<file path="src/verilog/l2_proc_bus_pkg.sv">
// constants for the processor-bus invalidate and burst block
// assumes a single 125 MHz bus clock shared with the processor and RAM array
//
// Functional notes
// [RULE1] invalidate waits for processor bus grant through normal arbitration.
// [RULE2] external arbiter should favour the cache controller over the processor.
// [RULE3] invalidate drives line address with global and invalidate attributes asserted.
// [RULE4] invalidate is address only: no data, no acknowledge expected.
// [RULE5] transfer start strobe lasts exactly one clock for an invalidate.
// [RULE6] processor retries only on modified hit, then copies the line back.
// [RULE7] no address retry within two-clock snoop delay means invalidate done.
// [RULE8] DMA invalidate asserts burst indicator; processor drops line without copyback.
// [RULE9] burst moves exactly four double words.
// [RULE10] burst starts at addressed double word and wraps within the line.
// [RULE11] RAM addresses for later beats come from an internal counter.
// [RULE12] acknowledge each valid beat, advance address, end after fourth beat.
// [RULE13] acknowledge stays negated while data is not ready.
// [RULE14] processor holds its address while acknowledge is negated.
// [RULE15] second clock of a burst is a wait state for tag lookup.
// [RULE16] on hit first beat in clock 3, rest in following consecutive clocks.
// [RULE17] pre-transfer acknowledge comes exactly one clock after start strobe.
// [RULE18] processor starts burst with address, attributes, start strobe and burst.
// [RULE19] read hit enables the RAM output toward the processor in clock 2.
// [RULE20] first read beat: acknowledge, advance address, assert RAM write enables.
// [RULE21] after fourth beat outputs release in clock 7 and acknowledge drops.
// [RULE22] on a miss acknowledge waits until data becomes available.
// [RULE23] a beat counts when acknowledge is high with error and retry low.
// [RULE24] keep bus mastership for invalidate until snoop window closes cleanly.
package l2_proc_bus_pkg;
  localparam int ADDR_W = 32;
  localparam int BEATS = 4;
  localparam int BEAT_W = 2;
  localparam int DW_LSB = 3;
  localparam int SNOOP_DELAY = 2;
  localparam int SNOOP_CNT_W = 2;
  localparam logic [7:0] RWE_ALL = 8'hFF;
  localparam logic [7:0] RWE_NONE = 8'h00;

  typedef enum logic [2:0] {
    ST_IDLE = 3'b000,
    ST_INV_REQ = 3'b001,
    ST_INV_ADDR = 3'b010,
    ST_INV_SNOOP = 3'b011,
    ST_BURST_LOOK = 3'b100,
    ST_BURST_BEAT = 3'b101,
    ST_RELEASE = 3'b110
  } state_type;
endpackage

</file>
<file path="src/verilog/l2_proc_bus_invalidate_burst.sv">
// processor-bus side: primary invalidate snoops and four-beat burst service
// assumes processor inputs are on clk_sys; grant and retry come from pins
`timescale 1ns/1ps
module l2_proc_bus_invalidate_burst #(
  parameter int ADDR_W = l2_proc_bus_pkg::ADDR_W,
  parameter int BEATS = l2_proc_bus_pkg::BEATS
) (
  input wire logic clk_sys,
  input wire logic rstn,
  // invalidate requests from the snoop logic
  input wire logic invReq,
  input wire logic invDma,
  input wire logic [ADDR_W-1:0] invAddr,
  output logic invBusy,
  output logic invDone,
  output logic invRetried,
  // processor bus arbitration
  output logic busRequest,
  input wire logic busGrant,
  // processor bus transfer signals
  input wire logic [ADDR_W-1:0] procAddrIn,
  output logic [ADDR_W-1:0] procAddrOut,
  output logic procAddrOe,
  input wire logic transferStartIn,
  output logic transferStartOut,
  input wire logic burstIndicatorIn,
  output logic burstIndicatorOut,
  input wire logic readNotWrite,
  output logic globalSnoopAttr,
  output logic invalidateAttr,
  output logic attrOe,
  output logic addressBusBusyOut,
  input wire logic addressRetry,
  output logic transferAcknowledge,
  output logic preTransferAck,
  input wire logic transferErrorAck,
  input wire logic transferRetry,
  // tag lookup and data readiness from the cache core
  input wire logic tagHit,
  input wire logic missDataReady,
  output logic burstActive,
  output logic burstDone,
  // cache RAM array port
  output logic [ADDR_W-1:0] ramAddr,
  output logic ramAddrOe,
  output logic procSideOutputEnable,
  output logic procSideInputEnable,
  output logic [7:0] ramWriteEnables
);
  l2_proc_bus_pkg::state_type state_q, state_d;
  logic [1:0] grantSync_q, retrySync_q;
  logic [ADDR_W-1:0] addr_q;
  logic dma_q, read_q, hit_q, tsPulse_q;
  logic [l2_proc_bus_pkg::BEAT_W-1:0] beatCnt_q;
  logic [l2_proc_bus_pkg::SNOOP_CNT_W-1:0] snoopCnt_q;
  logic beatValid, beatOk, lastBeat, startBurst;
  localparam int DW_MSB = l2_proc_bus_pkg::DW_LSB + l2_proc_bus_pkg::BEAT_W - 1;

  // grant comes from the external arbiter pin
  always_ff @(posedge clk_sys or negedge rstn) begin
    if (!rstn) begin
      grantSync_q <= 2'h0;
    end else begin
      grantSync_q <= {grantSync_q[0], busGrant};
    end
  end

  // address retry is a pin as well
  always_ff @(posedge clk_sys or negedge rstn) begin
    if (!rstn) begin
      retrySync_q <= 2'h0;
    end else begin
      retrySync_q <= {retrySync_q[0], addressRetry};
    end
  end

  // burst start and beat qualification
  always_comb begin
    startBurst = transferStartIn && burstIndicatorIn
      && (state_q == l2_proc_bus_pkg::ST_IDLE);
    beatValid = (state_q == l2_proc_bus_pkg::ST_BURST_BEAT)
      && (hit_q || missDataReady);
    beatOk = beatValid && !transferErrorAck
      && !transferRetry; // RULE23
    lastBeat = (beatCnt_q == l2_proc_bus_pkg::BEAT_W'(BEATS - 1));
  end

  always_comb begin
    state_d = state_q;
    case (state_q)
      l2_proc_bus_pkg::ST_IDLE: begin
        if (startBurst) begin
          state_d = l2_proc_bus_pkg::ST_BURST_LOOK;
        end else if (invReq) begin
          state_d = l2_proc_bus_pkg::ST_INV_REQ;
        end
      end
      l2_proc_bus_pkg::ST_INV_REQ: begin
        if (grantSync_q[1]) begin
          state_d = l2_proc_bus_pkg::ST_INV_ADDR; // RULE1
        end
      end
      l2_proc_bus_pkg::ST_INV_ADDR: begin
        state_d = l2_proc_bus_pkg::ST_INV_SNOOP;
      end
      l2_proc_bus_pkg::ST_INV_SNOOP: begin
        if (retrySync_q[1]) begin
          state_d = l2_proc_bus_pkg::ST_RELEASE;
        end else if (snoopCnt_q == l2_proc_bus_pkg::SNOOP_CNT_W'(l2_proc_bus_pkg::SNOOP_DELAY)) begin
          state_d = l2_proc_bus_pkg::ST_RELEASE; // RULE7 RULE24
        end
      end
      l2_proc_bus_pkg::ST_BURST_LOOK: begin
        state_d = l2_proc_bus_pkg::ST_BURST_BEAT; // RULE15
      end
      l2_proc_bus_pkg::ST_BURST_BEAT: begin
        if (beatOk && lastBeat) begin
          state_d = l2_proc_bus_pkg::ST_RELEASE; // RULE12
        end else if (beatValid && !beatOk) begin
          state_d = l2_proc_bus_pkg::ST_RELEASE;
        end
      end
      l2_proc_bus_pkg::ST_RELEASE: begin
        state_d = l2_proc_bus_pkg::ST_IDLE; // RULE21
      end
      default: state_d = l2_proc_bus_pkg::ST_IDLE;
    endcase
  end

  always_ff @(posedge clk_sys or negedge rstn) begin
    if (!rstn) begin
      state_q <= l2_proc_bus_pkg::ST_IDLE;
    end else begin
      state_q <= state_d;
    end
  end

  // line address: taken from the processor or the snoop side, then stepped per beat
  always_ff @(posedge clk_sys or negedge rstn) begin
    if (!rstn) begin
      addr_q <= '0;
    end else if (state_q == l2_proc_bus_pkg::ST_IDLE) begin
      if (startBurst) begin
        addr_q <= procAddrIn; // RULE10 RULE11
      end else if (invReq) begin
        addr_q <= invAddr;
      end
    end else if (beatOk) begin
      // only the double-word field moves, so the burst wraps inside its line
      addr_q[DW_MSB:l2_proc_bus_pkg::DW_LSB] <= addr_q[DW_MSB:l2_proc_bus_pkg::DW_LSB]
        + l2_proc_bus_pkg::BEAT_W'(1); // RULE10 RULE12 RULE20
    end
  end

  // burst direction and invalidate flavour
  always_ff @(posedge clk_sys or negedge rstn) begin
    if (!rstn) begin
      read_q <= 1'b0;
      dma_q <= 1'b0;
    end else if (state_q == l2_proc_bus_pkg::ST_IDLE) begin
      if (startBurst) begin
        read_q <= readNotWrite;
      end else if (invReq) begin
        dma_q <= invDma;
      end
    end
  end

  // lookup result, held for the whole burst
  always_ff @(posedge clk_sys or negedge rstn) begin
    if (!rstn) begin
      hit_q <= 1'b0;
    end else if (state_q == l2_proc_bus_pkg::ST_BURST_LOOK) begin
      hit_q <= tagHit;
    end
  end

  // beat counter and snoop delay counter
  always_ff @(posedge clk_sys or negedge rstn) begin
    if (!rstn) begin
      beatCnt_q <= '0;
    end else if (state_q != l2_proc_bus_pkg::ST_BURST_BEAT) begin
      beatCnt_q <= '0;
    end else if (beatOk) begin
      beatCnt_q <= beatCnt_q + l2_proc_bus_pkg::BEAT_W'(1); // RULE9
    end
  end

  always_ff @(posedge clk_sys or negedge rstn) begin
    if (!rstn) begin
      snoopCnt_q <= '0;
    end else if (state_q == l2_proc_bus_pkg::ST_INV_SNOOP) begin
      snoopCnt_q <= snoopCnt_q + l2_proc_bus_pkg::SNOOP_CNT_W'(1);
    end else begin
      snoopCnt_q <= '0;
    end
  end

  // one-clock start strobe for the invalidate
  always_ff @(posedge clk_sys or negedge rstn) begin
    if (!rstn) begin
      tsPulse_q <= 1'b0;
    end else begin
      tsPulse_q <= (state_d == l2_proc_bus_pkg::ST_INV_ADDR)
        && (state_q == l2_proc_bus_pkg::ST_INV_REQ); // RULE5
    end
  end

  // pre-transfer acknowledge one clock after a burst start
  always_ff @(posedge clk_sys or negedge rstn) begin
    if (!rstn) begin
      preTransferAck <= 1'b0;
    end else begin
      preTransferAck <= startBurst; // RULE17
    end
  end

  // clean end of the snoop window
  always_ff @(posedge clk_sys or negedge rstn) begin
    if (!rstn) begin
      invDone <= 1'b0;
    end else begin
      invDone <= (state_q == l2_proc_bus_pkg::ST_INV_SNOOP) && !retrySync_q[1]
        && (state_d == l2_proc_bus_pkg::ST_RELEASE); // RULE7
    end
  end

  // processor claimed the line for a copyback
  always_ff @(posedge clk_sys or negedge rstn) begin
    if (!rstn) begin
      invRetried <= 1'b0;
    end else begin
      invRetried <= (state_q == l2_proc_bus_pkg::ST_INV_SNOOP) && retrySync_q[1]; // RULE6
    end
  end

  always_ff @(posedge clk_sys or negedge rstn) begin
    if (!rstn) begin
      burstDone <= 1'b0;
    end else begin
      burstDone <= beatOk && lastBeat;
    end
  end

  assign procAddrOut = addr_q; // RULE3
  assign ramAddr = addr_q; // RULE11
  assign transferStartOut = tsPulse_q; // RULE5
  // acknowledge only on valid beats; none for invalidates
  assign transferAcknowledge = beatValid; // RULE4 RULE13 RULE16 RULE22

  // bus ownership and enables follow the state directly
  always_comb begin
    invBusy = 1'b0;
    busRequest = 1'b0;
    procAddrOe = 1'b0;
    addressBusBusyOut = 1'b0;
    attrOe = 1'b0;
    globalSnoopAttr = 1'b0;
    invalidateAttr = 1'b0;
    burstIndicatorOut = 1'b0;
    burstActive = 1'b0;
    ramAddrOe = 1'b0;
    procSideOutputEnable = 1'b0;
    procSideInputEnable = 1'b0;
    case (state_q)
      l2_proc_bus_pkg::ST_IDLE: begin
        invBusy = 1'b0;
      end
      l2_proc_bus_pkg::ST_INV_REQ: begin
        invBusy = 1'b1;
        busRequest = 1'b1; // RULE1
      end
      l2_proc_bus_pkg::ST_INV_ADDR: begin
        invBusy = 1'b1;
        procAddrOe = 1'b1; // RULE24
        addressBusBusyOut = 1'b1; // RULE24
        attrOe = 1'b1;
        globalSnoopAttr = 1'b1; // RULE3
        invalidateAttr = 1'b1; // RULE3
        burstIndicatorOut = dma_q; // RULE8
      end
      l2_proc_bus_pkg::ST_INV_SNOOP: begin
        invBusy = 1'b1;
        procAddrOe = 1'b1; // RULE24
        addressBusBusyOut = 1'b1; // RULE24
        attrOe = 1'b1;
        globalSnoopAttr = 1'b1; // RULE3
        invalidateAttr = 1'b1; // RULE3
        burstIndicatorOut = dma_q; // RULE8
      end
      l2_proc_bus_pkg::ST_BURST_LOOK: begin
        burstActive = 1'b1;
        ramAddrOe = 1'b1; // RULE21
        procSideOutputEnable = read_q; // RULE19
        procSideInputEnable = !read_q;
      end
      l2_proc_bus_pkg::ST_BURST_BEAT: begin
        burstActive = 1'b1;
        ramAddrOe = 1'b1; // RULE21
        procSideOutputEnable = read_q; // RULE19
        procSideInputEnable = !read_q;
      end
      l2_proc_bus_pkg::ST_RELEASE: begin
        // everything released, acknowledge already low
        burstActive = 1'b0; // RULE21
      end
      default: begin
        invBusy = 1'b0;
      end
    endcase
  end

  // every byte lane of the RAM is enabled on a read beat
  genvar lane;
  generate
    for (lane = 0; lane < 8; lane = lane + 1) begin : g_rwe
      assign ramWriteEnables[lane] = beatValid && read_q; // RULE20
    end
  endgenerate
endmodule

</file>
<file path="config.mk">
export PLATFORM = sky130hd
export DESIGN_NAME = l2_proc_bus_invalidate_burst
export DESIGN_NICKNAME = d
export VERILOG_FILES = /design/src/verilog/l2_proc_bus_pkg.sv /design/src/verilog/l2_proc_bus_invalidate_burst.sv
export SDC_FILE = /design/constraint.sdc
export NUM_CORES = 1
export LEC_CHECK = 0
export BUFFER_PORTS_ARGS = -buffer_cell sky130_fd_sc_hd__buf_2
export CAP_MARGIN = 40
export CORE_MARGIN = 1
export CORE_UTILIZATION = 40
export DETAILED_ROUTE_END_ITERATION = 12
export HOLD_SLACK_MARGIN = 0.02
export MAX_ROUTING_LAYER = met4
export PLACE_DENSITY = 0.76
export SKIP_LAST_GASP = 1
export SLEW_MARGIN = 0
export SYNTH_ARGS = -nofsm -noshare
export SYNTH_HDL_FRONTEND = slang
export SYNTH_SLANG_ARGS = --single-unit
</file>
<file path="constraint.sdc">
create_clock -name clk_sys -period 2.08 [get_ports clk_sys]
set_clock_uncertainty 0.1 [all_clocks]
set_input_delay 0.416 -clock clk_sys [delete_from_list [all_inputs] [get_ports clk_sys]]
set_output_delay 0.416 -clock clk_sys [all_outputs]
set_load 0.01 [all_outputs]
</file>
==> impl_metrics.tcl <==
set metrics [dict create \
    status "complete, no violations" \
    cts_buffers 5 \
    area_delta_synth_final_pct 27.2 \
    synth_nets 348 \
    wl_per_cell_um 13.1 \
    num_rows 28 \
    grt.met3_usage_pct 2.75 \
    final_cells 470 \
    synth_top_area_cell "dfrtp_1" \
    grt_pass1_wl_um 8910 \
    drc_errors 0 \
    routabilityCongestion 0.837 \
    final_util_pct 54.1 \
    power_density_nw_per_um2 1370 \
    finalCritPeriodShare_pct 92.8 \
    syn_inst 269 \
    cts_sinks 51 \
    cp-end-kind "output pin" \
    drt_first_pass_iters 4 \
    ant_nets 0 \
    ys_top_cells_by_area "dfrtp_1 49%, buf_4 14%, o22ai_1 7.5%" \
    worstMarginPinSlew_ps 592 \
    start_util_pct 42.6 \
    startpoint "state_q[1]" \
    routed_wl_um 6170 \
    dieArea_um2 6810 \
    maxCapViolations 0 \
    layout-drive-gt1-share_pct 51.1 \
    hold_path_class "primary input to asynchronous set/reset pin" \
    antenna_found_initial 0 \
    synth_edf_count 0 \
    use_met2_pct 30.8 \
    place_ws_ps 290 \
    die_h_um 82.5 \
    cts_tree "yes" \
    yosysSeqAreaShare_pct 49.2 \
    dp_hpwl_um 4650 \
    io_buffers 166 \
    dp.cells 460 \
    vias_per_cell 4.92 \
    p_leak_nw 1.68 \
    num_io_pins 167 \
    first_iter_violations 85 \
    reg2reg_from "state_q[1]" \
    fin_ws_ps 150 \
    cts.htree.levels 2 \
    synth-seq-cells 51 \
    grtUsageTotal_pct 18.3 \
    clockBufferDepth 2 \
    final_hold_viol_count 0 \
    core_um2 6100 \
    worstPathMaxFanout 8 \
    post-synth-top-count-cell "dfrtp_1" \
    synth_area_per_cell_um2 9.65 \
    setup_viol 0 \
    nNetsFinal 473 \
    insertedDiodeCount 0 \
    cp.arrival_ps 1410 \
    required_ps 1560 \
    synth_common_cells "51 x dfrtp_1, 48 x buf_4, 42 x nor2_1, 32 x a21oi_1, 31 x o22ai_1" \
    cts-root-buf "clkbuf_8" \
    hold_buffers 0 \
    top_usage_layer "met2" \
    rsz0062_at_grt "no" \
    async_reset_ff_share_pct 100 \
    synth_cell_types 38 \
    worst_hold_slack_ps 6.99 \
    grt_pass1_vias 1898 \
    synthesis.area_um2 2590 \
    relSlewSlack_pct 60.5 \
    grt_max_degree 30 \
    ys_warn_count 0 \
    use_met1_pct 22.2 \
    ir_drop_mv 0.579 \
    grt.overflow.total 0 \
    synth_top_area_share_pct 49.2 \
    path_class "flip-flop to output pin" \
    clk_pin_slew_ps 90 \
    min_period_ps 1930 \
    vias 2313 \
    cp-start-kind "flip-flop" \
    drv_slew 0 \
    max_freq_mhz 518 \
    worst_skew_pair.late_latency_ps 300 \
    ys.flop_type "dfrtp_1" \
    die_x_um 82.5 \
    fin_setup_tns_ps 0 \
]
cells by family after synthesis:
group	synth area share, %
AO/OA/AOI/OAI	16.9
adder cells (fa/ha/maj)	0.964
buffers and inverters	16.4
flip-flops	49.2
multiplexers	2.12
AND/OR/NAND/NOR	14.4
layout make-up:
class                           count  area [µm²]
Sequential cell                    51        1280
Multi-Input combinational cell    153         896
Inverter                            6        22.5
Timing Repair Buffer              177         926
Clock buffer                        5        68.8
Fill cell                         563        2800
Clock inverter                      3        15.0
Tap cell                           75        93.8
report_power, final:
| part | internal, W | total [W] | switching (W) |
|---|---|---|---|
| combinational | 0.00102 | 0.00230 | 0.00127 |
| clock | 0.000231 | 0.000547 | 0.000316 |
| sequential | 0.00139 | 0.00169 | 0.000303 |
| total | 0.00264 | 0.00453 | 0.00189 |
per-stage QoR:
stage          power (W)  area [µm²]
2_1_floorplan    0.00346        2590
3_3_place_gp     0.00394        3200
3_5_place_dp     0.00400        3200
4_1_cts          0.00457        3280
5_1_grt          0.00493        3300
6_report         0.00453        3300
repair_timing:
action / 4_1_cts / 5_1_grt
pin swaps: 0 / 0
endpoints found under the setup margin: 8 / 9
gates resized for setup: 1 / 3
setup buffers: 0 / 2
placed cells by master (no fill, tap or decap), types with 2 or more instances in the layout:
cell        n
nor2_1     42
or3_1       2
o22ai_1    31
o21ai_1     2
a21oi_1    32
nand3_1     4
buf_2     166
buf_4      10
or2_2       2
mux2_2      2
dfrtp_1    49
nor3b_1     3
o21ai_0     3
clkbuf_8    5
and2_1      4
inv_1       6
nand2_1     3
ha_1        2
mux2_1      2
clkinv_2    3
dfrtp_2     2
routing by layer:
metal  up-vias  share of wire [%]
met2       113                 50
met1      1059                 42
met5         -                  0
met3         7                6.5
met4         0                1.3
li1       1134                  -
final timing paths:
| path | to | slack [ps] | cells past startpoint |
|---|---|---|---|
| min in group clk_sys | grantSync_q[0] | 120 | 1 |
| setup / recovery | ramWriteEnables[6] | 150 | 3 |
| setup reg to reg | procAddrOut[4] | 380 | 6 |
| hold / removal | preTransferAck | 7 | 1 |
| max in group asynchronous | state_q[0] | 1310 | 2 |
| hold reg to reg | retrySync_q[1] | 260 | 0 |
state kept, by name (all words and copies together), names as in the netlist:
signal            cells
procAddrOut          32
state_q               3
beatCnt_q             2
grantSync_q           2
retrySync_q           2
snoopCnt_q            2
burstDone             1
dma_q                 1
hit_q                 1
invDone               1
invRetried            1
preTransferAck        1
read_q                1
transferStartOut      1
critical path: stages, from the launching register on:
cell and delay, ps:
dfrtp_1 400, and3b_4 330, and3_2 240, buf_2 140
(Power assumes the default switching activity.)
